### config.mk
export PLATFORM = sky130hd
export DESIGN_NAME = servo_homing_sequencer
export DESIGN_NICKNAME = d
export VERILOG_FILES = /design/src/rtl/homing_pkg.sv /design/src/rtl/homing_cfg_if.sv /design/src/rtl/homing_param_store.sv /design/src/rtl/homing_still_detect.sv /design/src/rtl/servo_homing_sequencer.sv
export VERILOG_INCLUDE_DIRS = /design/src /design/src/rtl
export SDC_FILE = /design/constraint.sdc
export NUM_CORES = 1
export LEC_CHECK = 0
export BUFFER_PORTS_ARGS = -buffer_cell sky130_fd_sc_hd__buf_4
export CORE_MARGIN = 8
export CORE_UTILIZATION = 45
export DETAILED_ROUTE_END_ITERATION = 16
export GPL_TIMING_DRIVEN = 0
export PLACE_DENSITY = 0.73
export SLEW_MARGIN = 20
export SYNTH_ARGS = -nofsm -noshare
export SYNTH_HDL_FRONTEND = slang
export SYNTH_SLANG_ARGS = --single-unit
### constraint.sdc
create_clock -name ref_clk -period 2.3 [get_ports ref_clk]
set_input_delay 0.345 -clock ref_clk [delete_from_list [all_inputs] [get_ports ref_clk]]
set_output_delay 0.345 -clock ref_clk [all_outputs]
set_load 0.01 [all_outputs]
### src/rtl/homing_params.svh
// Constants of the servo homing sequencer: offsets, field positions, resets, limits.
// Assumes inclusion by the modules of this block only.
`ifndef HOMING_PARAMS_SVH
`define HOMING_PARAMS_SVH

// Register indices on the parameter port
`define REG_MODE_SELECT   2'h0
`define REG_FAST_SPEED    2'h1
`define REG_SLOW_SPEED    2'h2
`define REG_NEXT_PATH     2'h3

// Mode word fields: method, signal setting, limit setting
`define MODE_METHOD_LSB   0
`define MODE_SIGNAL_LSB   4
`define MODE_LIMIT_LSB    8

// Speeds in tenths of rpm
`define FAST_SPEED_MIN    16'h0001
`define FAST_SPEED_MAX    16'h4e20
`define FAST_SPEED_RESET  16'h03e8
`define SLOW_SPEED_MIN    16'h0001
`define SLOW_SPEED_MAX    16'h1388
`define SLOW_SPEED_RESET  16'h00c8
`define MODE_RESET        16'h0000
`define NEXT_PATH_RESET   8'h00

`define RESP_OK           8'h00
`define RESP_VALUE_ERROR  8'h03

// Standstill qualification: 1 us at 250 MHz
`define STILL_TIME_NS     1000
`define CLK_PERIOD_NS     4
`define STILL_CYCLES      (`STILL_TIME_NS / `CLK_PERIOD_NS)

`endif

### src/rtl/homing_pkg.sv
// Types shared by the homing sequencer modules.
// Assumes homing_params.svh sits on the include path.
package homing_pkg;
	typedef enum logic [3:0] {
		M_POS_LIMIT_FWD  = 4'h0,
		M_NEG_LIMIT_REV  = 4'h1,
		M_ORG_RISE_FWD   = 4'h2,
		M_ORG_RISE_REV   = 4'h3,
		M_INDEX_FWD      = 4'h4,
		M_INDEX_REV      = 4'h5,
		M_ORG_FALL_FWD   = 4'h6,
		M_ORG_FALL_REV   = 4'h7,
		M_CURRENT_POS    = 4'h8
	} method_t;

	typedef enum logic [1:0] {
		SIG_RETURN_INDEX = 2'h0,
		SIG_FORWARD_INDEX = 2'h1,
		SIG_NO_INDEX     = 2'h2
	} signal_t;

	typedef enum logic [2:0] {
		ST_IDLE    = 3'b000,
		ST_FAST    = 3'b001,
		ST_SLOW    = 3'b010,
		ST_INDEX   = 3'b011,
		ST_SETTLE  = 3'b100,
		ST_DONE    = 3'b101,
		ST_ERROR   = 3'b110
	} home_state_t;
endpackage

### src/rtl/homing_cfg_if.sv
// Configuration carried from the parameter store to the sequencer core.
// Assumes one clock domain; all fields are registered in the store.
`timescale 1ns/1ps
interface homing_cfg_if;
	logic [15:0] mode_word;
	logic [15:0] fast_speed;
	logic [15:0] slow_speed;
	logic [7:0]  next_path;

	modport store (output mode_word, output fast_speed, output slow_speed, output next_path);
	modport core  (input mode_word, input fast_speed, input slow_speed, input next_path);
endinterface

### src/rtl/homing_param_store.sv
// Parameter store: mode word, both homing speeds, next-path selection.
// Assumes a one-cycle write strobe; reads are combinational on the index.
`timescale 1ns/1ps
`include "homing_params.svh"
module homing_param_store import homing_pkg::*; (
	input  wire logic       ref_clk,
	input  wire logic       reset,
	input  wire logic       wr_en,
	input  wire logic [1:0] wr_index,
	input  wire logic [15:0] wr_data,
	input  wire logic [1:0] rd_index,
	output logic [15:0]     rd_data,
	output logic [7:0]      wr_resp,
	output logic            wr_resp_valid,
	homing_cfg_if.store     cfg
);
	logic [15:0] mode_q, fast_q, slow_q;
	logic [7:0]  path_q, resp_q;
	logic        resp_v_q;

	wire fast_sel = wr_en && wr_index == `REG_FAST_SPEED;
	wire slow_sel = wr_en && wr_index == `REG_SLOW_SPEED;
	wire fast_ok  = wr_data >= `FAST_SPEED_MIN && wr_data <= `FAST_SPEED_MAX;
	wire slow_ok  = wr_data >= `SLOW_SPEED_MIN && wr_data <= `SLOW_SPEED_MAX;
	wire reject   = (fast_sel && !fast_ok) || (slow_sel && !slow_ok);

	always_ff @(posedge ref_clk) begin
		if (reset) begin
			mode_q   <= `MODE_RESET;
			fast_q   <= `FAST_SPEED_RESET;
			slow_q   <= `SLOW_SPEED_RESET;
			path_q   <= `NEXT_PATH_RESET;
			resp_q   <= `RESP_OK;
			resp_v_q <= 1'b0;
		end else begin
			resp_v_q <= wr_en;
			if (wr_en)
				resp_q <= reject ? `RESP_VALUE_ERROR : `RESP_OK;
			if (wr_en && wr_index == `REG_MODE_SELECT)
				mode_q <= wr_data;
			if (fast_sel && fast_ok)
				fast_q <= wr_data;
			if (slow_sel && slow_ok)
				slow_q <= wr_data;
			if (wr_en && wr_index == `REG_NEXT_PATH)
				path_q <= wr_data[7:0];
		end
	end

	assign rd_data = rd_index == `REG_MODE_SELECT ? mode_q :
	                 rd_index == `REG_FAST_SPEED  ? fast_q :
	                 rd_index == `REG_SLOW_SPEED  ? slow_q : {8'h00, path_q};
	assign wr_resp       = resp_q;
	assign wr_resp_valid = resp_v_q;
	assign cfg.mode_word  = mode_q;
	assign cfg.fast_speed = fast_q;
	assign cfg.slow_speed = slow_q;
	assign cfg.next_path  = path_q;
endmodule

### src/rtl/homing_still_detect.sv
// Standstill detector: motion flag must stay low for a whole qualify window.
// Assumes motor_moving is already synchronous to ref_clk.
`timescale 1ns/1ps
`include "homing_params.svh"
module homing_still_detect #(
	parameter int STILL_CYCLES = `STILL_CYCLES
) (
	input  wire logic ref_clk,
	input  wire logic reset,
	input  wire logic clear,
	input  wire logic motor_moving,
	output logic      still
);
	localparam int CW = $clog2(STILL_CYCLES + 1);
	logic [CW-1:0] cnt_q;
	wire at_end = cnt_q == CW'(STILL_CYCLES);

	always_ff @(posedge ref_clk) begin
		if (reset || clear || motor_moving)
			cnt_q <= '0;
		else if (!at_end)
			cnt_q <= cnt_q + CW'(1);
	end

	assign still = at_end;
endmodule

### src/rtl/servo_homing_sequencer.sv
// Homing sequencer top: searches the chosen reference, slows, finds index, sets origin.
// Assumes limits, origin sensor, index pulse and motion flag are synchronous to ref_clk.
`timescale 1ns/1ps
`include "homing_params.svh"
module servo_homing_sequencer import homing_pkg::*; #(
	parameter int STILL_CYCLES = `STILL_CYCLES
) (
	input  wire logic        ref_clk,
	input  wire logic        reset,
	input  wire logic        param_wr_en,
	input  wire logic [1:0]  param_wr_index,
	input  wire logic [15:0] param_wr_data,
	input  wire logic [1:0]  param_rd_index,
	output logic [15:0]      param_rd_data,
	output logic [7:0]       param_wr_resp,
	output logic             param_wr_resp_valid,
	input  wire logic        homing_start,
	input  wire logic        boot_homing_enable,
	input  wire logic        servo_on,
	input  wire logic        positive_limit_switch,
	input  wire logic        negative_limit_switch,
	input  wire logic        origin_sensor_input,
	input  wire logic        index_pulse,
	input  wire logic        motor_moving,
	output logic             motor_run,
	output logic             motor_reverse,
	output logic [15:0]      motor_speed,
	output logic             motor_stop,
	output logic             homing_busy,
	output logic             homing_done,
	output logic             homing_error,
	output logic             origin_capture,
	output logic             coord_valid,
	output logic             soft_limit_enable,
	output logic             next_path_start,
	output logic [7:0]       motion_path
);
	homing_cfg_if cfg ();

	homing_param_store u_store (
		.ref_clk       (ref_clk),
		.reset         (reset),
		.wr_en         (param_wr_en),
		.wr_index      (param_wr_index),
		.wr_data       (param_wr_data),
		.rd_index      (param_rd_index),
		.rd_data       (param_rd_data),
		.wr_resp       (param_wr_resp),
		.wr_resp_valid (param_wr_resp_valid),
		.cfg           (cfg.store)
	);

	home_state_t state_q, state_d;
	logic        still;
	logic        rev_q, rev_d;
	logic        org_q, boot_done_q, servo_on_q;
	logic        done_q, err_q, coord_q, cap_q, next_q;
	logic [7:0]  path_q;
	logic [15:0] speed_q;

	homing_still_detect #(.STILL_CYCLES(STILL_CYCLES)) u_still (
		.ref_clk      (ref_clk),
		.reset        (reset),
		.clear        (state_q != ST_SETTLE),
		.motor_moving (motor_moving),
		.still        (still)
	);

	// Decoded mode fields
	wire [3:0] method  = cfg.mode_word[`MODE_METHOD_LSB +: 4];
	wire [3:0] sig_fld = cfg.mode_word[`MODE_SIGNAL_LSB +: 4];
	wire [3:0] lim_fld = cfg.mode_word[`MODE_LIMIT_LSB +: 4];
	wire       lim_rev = lim_fld[0];
	// Unknown method codes fall back to the current-position case (no motion)
	wire       cur_pos = method >= 4'h8;
	wire       start_rev = method[0];
	wire       org_rise = origin_sensor_input && !org_q;
	wire       org_fall = !origin_sensor_input && org_q;

	// Reference hit for the selected method
	wire ref_hit = (method == M_POS_LIMIT_FWD) ? positive_limit_switch :
	               (method == M_NEG_LIMIT_REV) ? negative_limit_switch :
	               (method == M_ORG_RISE_FWD || method == M_ORG_RISE_REV) ? org_rise :
	               (method == M_INDEX_FWD || method == M_INDEX_REV) ? index_pulse :
	               (method == M_ORG_FALL_FWD || method == M_ORG_FALL_REV) ? org_fall :
	               1'b0;
	wire index_mode = method == M_INDEX_FWD || method == M_INDEX_REV;
	wire limit_mode = method == M_POS_LIMIT_FWD || method == M_NEG_LIMIT_REV;
	// A limit hit in the travel direction; never counted in the two limit methods, whichever limit it is
	wire lim_hit = !limit_mode &&
	               ((!rev_q && positive_limit_switch) || (rev_q && negative_limit_switch));
	// Index methods or the no-index setting: the reference hit is the origin, no follow-up search
	wire skip_index = index_mode || sig_fld == 4'(SIG_NO_INDEX);

	// Power-up homing on the first servo-on after reset
	wire boot_go  = boot_homing_enable && !boot_done_q && servo_on && !servo_on_q;
	wire start_go = homing_start || boot_go;

	always_comb begin
		state_d = state_q;
		rev_d   = rev_q;
		unique case (state_q)
			ST_IDLE, ST_DONE, ST_ERROR: begin
				if (start_go) begin
					rev_d   = start_rev;
					state_d = cur_pos ? ST_SETTLE : ST_FAST;
				end
			end
			ST_FAST: begin
				if (ref_hit) begin
					state_d = ST_SLOW;
					if (!skip_index && sig_fld == 4'(SIG_RETURN_INDEX))
						rev_d = !rev_q;
				end else if (lim_hit) begin
					if (lim_rev)
						rev_d = !rev_q;
					else
						state_d = ST_ERROR;
				end
			end
			ST_SLOW: begin
				state_d = skip_index ? ST_SETTLE : ST_INDEX;
			end
			ST_INDEX: begin
				if (index_pulse)
					state_d = ST_SETTLE;
				else if (lim_hit)
					state_d = ST_ERROR;
			end
			ST_SETTLE: begin
				if (still)
					state_d = ST_DONE;
			end
			default: begin
				state_d = ST_IDLE;
			end
		endcase
	end

	wire entering_done = state_q != ST_DONE && state_d == ST_DONE;
	wire moving_state  = state_q == ST_FAST || state_q == ST_SLOW || state_q == ST_INDEX;

	always_ff @(posedge ref_clk) begin
		if (reset) begin
			state_q     <= ST_IDLE;
			rev_q       <= 1'b0;
			org_q       <= 1'b0;
			servo_on_q  <= 1'b0;
			boot_done_q <= 1'b0;
		end else begin
			state_q    <= state_d;
			rev_q      <= rev_d;
			org_q      <= origin_sensor_input;
			servo_on_q <= servo_on;
			if (boot_go)
				boot_done_q <= 1'b1;
		end
	end

	always_ff @(posedge ref_clk) begin
		if (reset) begin
			done_q  <= 1'b0;
			err_q   <= 1'b0;
			coord_q <= 1'b0;
			cap_q   <= 1'b0;
			next_q  <= 1'b0;
			path_q  <= 8'h00;
			speed_q <= 16'h0000;
		end else begin
			// Completion wins over a start arriving the same cycle
			if (entering_done)
				done_q <= 1'b1;
			else if (start_go)
				done_q <= 1'b0;
			if (state_d == ST_ERROR && state_q != ST_ERROR)
				err_q <= 1'b1;
			else if (start_go)
				err_q <= 1'b0;
			if (entering_done)
				coord_q <= 1'b1;
			else if (start_go)
				coord_q <= 1'b0;
			cap_q   <= entering_done;
			// Zero selection means stop: no follow-on path is launched
			next_q  <= entering_done && cfg.next_path != 8'h00;
			path_q  <= cfg.next_path;
			speed_q <= (state_d == ST_FAST) ? cfg.fast_speed :
			           (state_d == ST_SLOW || state_d == ST_INDEX) ? cfg.slow_speed :
			           16'h0000;
		end
	end

	assign motor_run         = moving_state;
	assign motor_reverse     = rev_q;
	assign motor_speed       = speed_q;
	// Settle only decelerates where it stands; no move back to the exact origin
	assign motor_stop        = state_q == ST_SETTLE;
	assign homing_busy       = state_q != ST_IDLE && state_q != ST_DONE && state_q != ST_ERROR;
	assign homing_done       = done_q;
	assign homing_error      = err_q;
	assign origin_capture    = cap_q;
	assign coord_valid       = coord_q;
	assign soft_limit_enable = !homing_busy;
	assign next_path_start   = next_q;
	assign motion_path       = path_q;
endmodule

==> metrics.md <==
| Metric | Value |
|---|---|
| Slowest cell on the critical path | or4b_4 |
| Commonest non-fill, non-tap cell in the layout | dfxtp_1 |
| Switch share | 0.333 |
| H-tree lvl count | 3 |
| Clock sinks | 101 |
| CP delay by family, top | simple AND/OR/NAND/NOR gates |
| Post-DP HPWL | 10100 microns |
| Async S/R FF share, synth | 0 |
| Post-synth top area share | 0.423 |
| Max cap viols | 0 |
| Reg clk slew, reported paths | 0.10 ns |
| Ant diodes | 0 |
| DIE WIDTH | 119 microns |
| Cell Rows | 37 |
| EDFF count, synth | 0 |
| Setup Skew | 0.0150 ns |
| Die area | 0.0142 sq mm |
| Register area | 0.00203 sq mm |
| Setup TNS | -1.21 ns |
| Internal Power | 2.87 mW |
| Max Fclk | 415 MHz |
| Slew Limit Headroom | 0.591 |
| CTS Buf Count | 9 |
| Seq/Total Area, Yosys | 0.423 |
| Area Growth Syn to Fin | 22.0% |
| Initial antenna violation count | 0 |
| First-pass GRT wire length | 21000 microns |
| Critical-path cell list | or4b_4, and3_4, or3_4, a211o_4, buf_12, and2_4, o21a_1 |
| Clock share of power | 0.242 |
| Crit Path Class | register to register |
| DRC viols | 0 |
| GP Congestion | 0.861 |
| Core area | 0.0103 sq mm |
| Tmin final | 2.41 ns |
| Placed Area | 0.00556 sq mm |
| Sequential Power Share | 0.442 |
| Dpl ws | -0.573 ns |
| Cell area after layout | 0.00582 sq mm |
| ANT nets after route | 0 |
| Final Setup Violations | 16 |
| Clk_lat worst skew | 0.37 ns |
| Vias per inst | 5.51 |
| Failing checks | negative setup slack |
| Synth unique cells | 65 |
| Synthesized flop and latch total | 101 |
| Routed wire length | 13400 microns |
| Finished Layout Cells | 746 |
| Filler instances | 922 |
| Synth area leaders | dfxtp_1, mux2i_1, nor3b_2 |
| Post-synth top area cell | dfxtp_1 |
| Clock tree from TritonCTS | done |
| Maximum vdd ir drop | 0.000383 V |
| Pre-Repair DR Iteration Count | 5 |
| Cell Area, Synth | 0.00477 sq mm |
| Final hold violations | 0 |
| Top-Level Pins | 90 |
| Req. time, crit path | 2.58 ns |
| Synthesized area per cell | 9.40 sq um |
| Total power | 4.31 mW |
| Clock Tree Root | clkbuf_8 |
| Critical path launch point type | register |
| RSZ-0062 raised after global routing | yes |
| Final WS setup | -0.111 ns |
| Final period utilization | 1.05 |
| Syn. warnings | 0 |
| Crit Path Max Fanout | 10 |
| # port buffers | 79 |
| Most used DFF post-synth | dfxtp_1 |
| Vias | 4107 |
| Leak Pwr | 2.36 nW |
| Synthesized netlist cell count | 508 |
| Max Root-Sink Buffers | 2 |
| DRT iter0 DRCs | 317 |
| Worst Max-Slew Pin Slew | 0.607 ns |
| Util after Layout | 0.564 |
| Gate power share | 0.315 |
| Critical Path End Type | register |
| Fin Hold WS | 0.213 ns |
| Post-layout nets | 638 |
| Die height | 119 microns |
| Share of cells above drive strength 1 | 0.274 |
| WP buf/inv | 1 |
| Placed cells | 728 |
| GRT Overall Usage | 0.184 |
| Vias in the first global route | 4058 |
| Pwr dens | 740 mW/mm^2 |
| Most frequent cells in the layout | dfxtp_1, buf_4, nor2_1 |
| Max-slew violations | 0 |
| Gr ovfl total | 0 |
| Multi-input logic area | 0.00259 sq mm |
| Slowest stage delay, CP | 0.55 ns |
| Status | complete, but fails checks |
| Arrival time of the worst setup path | 2.69 ns |
| P_sw | 1.44 mW |
| WL/cell | 18.0 microns |
| Effective utilization at floorplan | 0.462 |
| Largest net degree at the start of global routing | 18 |
| Min-Delay Path Class | input port to register |
## registers in the layout, indices dropped and copies added, names as in the netlist, 3 cells and up
name,count
state_q,3
u_store.cfg.mode_word,16
u_store.cfg.slow_speed,16
u_still.cnt_q,8
motion_path,8
motor_speed,16
u_store.cfg.fast_speed,16
u_store.cfg.next_path,8
## metal layers
metal / up-vias / global-route usage / routed length, microns
met1: 1969 / 0.220 / 5650
met5: - / 0 / 0
met2: 160 / 0.311 / 6650
li1: 1951 / - / -
met3: 27 / 0.0482 / 833
met4: 0 / 0.0688 / 314
## worst paths after layout
path | start | to | slack (ns) | cells past startpoint
hold reg to reg | homing_error | homing_error | 0.45 | 2
setup reg to reg | u_store.cfg.mode_word[4] | motor_speed[14] | -0.11 | 7
setup / recovery | u_store.cfg.mode_word[4] | motor_speed[14] | -0.11 | 7
hold / removal | servo_on | servo_on_q | 0.21 | 2
## cells in the mapped netlist (all sizes together), types with 4 or more instances
master,n
a21oi,25
dfxtp,101
clkbuf,17
nor3,13
and3,6
nand3,12
o21a,17
mux2i,44
o21ai,13
mux4,8
nor4,7
buf,21
nor2b,14
xnor2,4
and2,17
nor3b,22
nand2b,18
inv,7
nand2,48
nor2,52
## kinds of logic after synthesis
kind of cell / Yosys count / synth area share
AO/OA/AOI/OAI: 74 / 0.104
XOR/XNOR: 7 / 0.0128
adder cells (fa/ha/maj): 2 / 0.00524
buffers and inverters: 45 / 0.0490
flip-flops: 101 / 0.423
multiplexers: 53 / 0.133
other: 1 / 0.000785
AND/OR/NAND/NOR: 225 / 0.272
## power groups by stage
stage	sequential [mW]	clock (mW)	combinational, mW
4_1_cts	1.91	1.06	1.31
3_3_place_gp	1.95	0	1.26
6_report	1.91	1.04	1.36
3_5_place_dp	1.95	0	1.26
5_1_grt	1.92	1.13	1.45
2_1_floorplan	1.97	0	0.769
## final cells by class
type	instances	area share
clock inverter	6	0.00816
tap	136	0.0292
timing repair buffer	81	0.105
multi-input combinational	367	0.445
buffer	38	0.0382
clock buffer	10	0.0219
sequential	101	0.348
inverter	7	0.00451
## repair_timing
| item | in CTS | in global routing |
|---|---|---|
| setup buffers | 1 | 0 |
| endpoints found under the setup margin | 37 | 22 |
| gates resized for setup | 12 | 18 |
| pin swaps | 7 | 9 |
| hold buffers | 0 | 0 |
| cloned | 1 | 0 |
No activity file was read; power rests on OpenSTA's default activity.
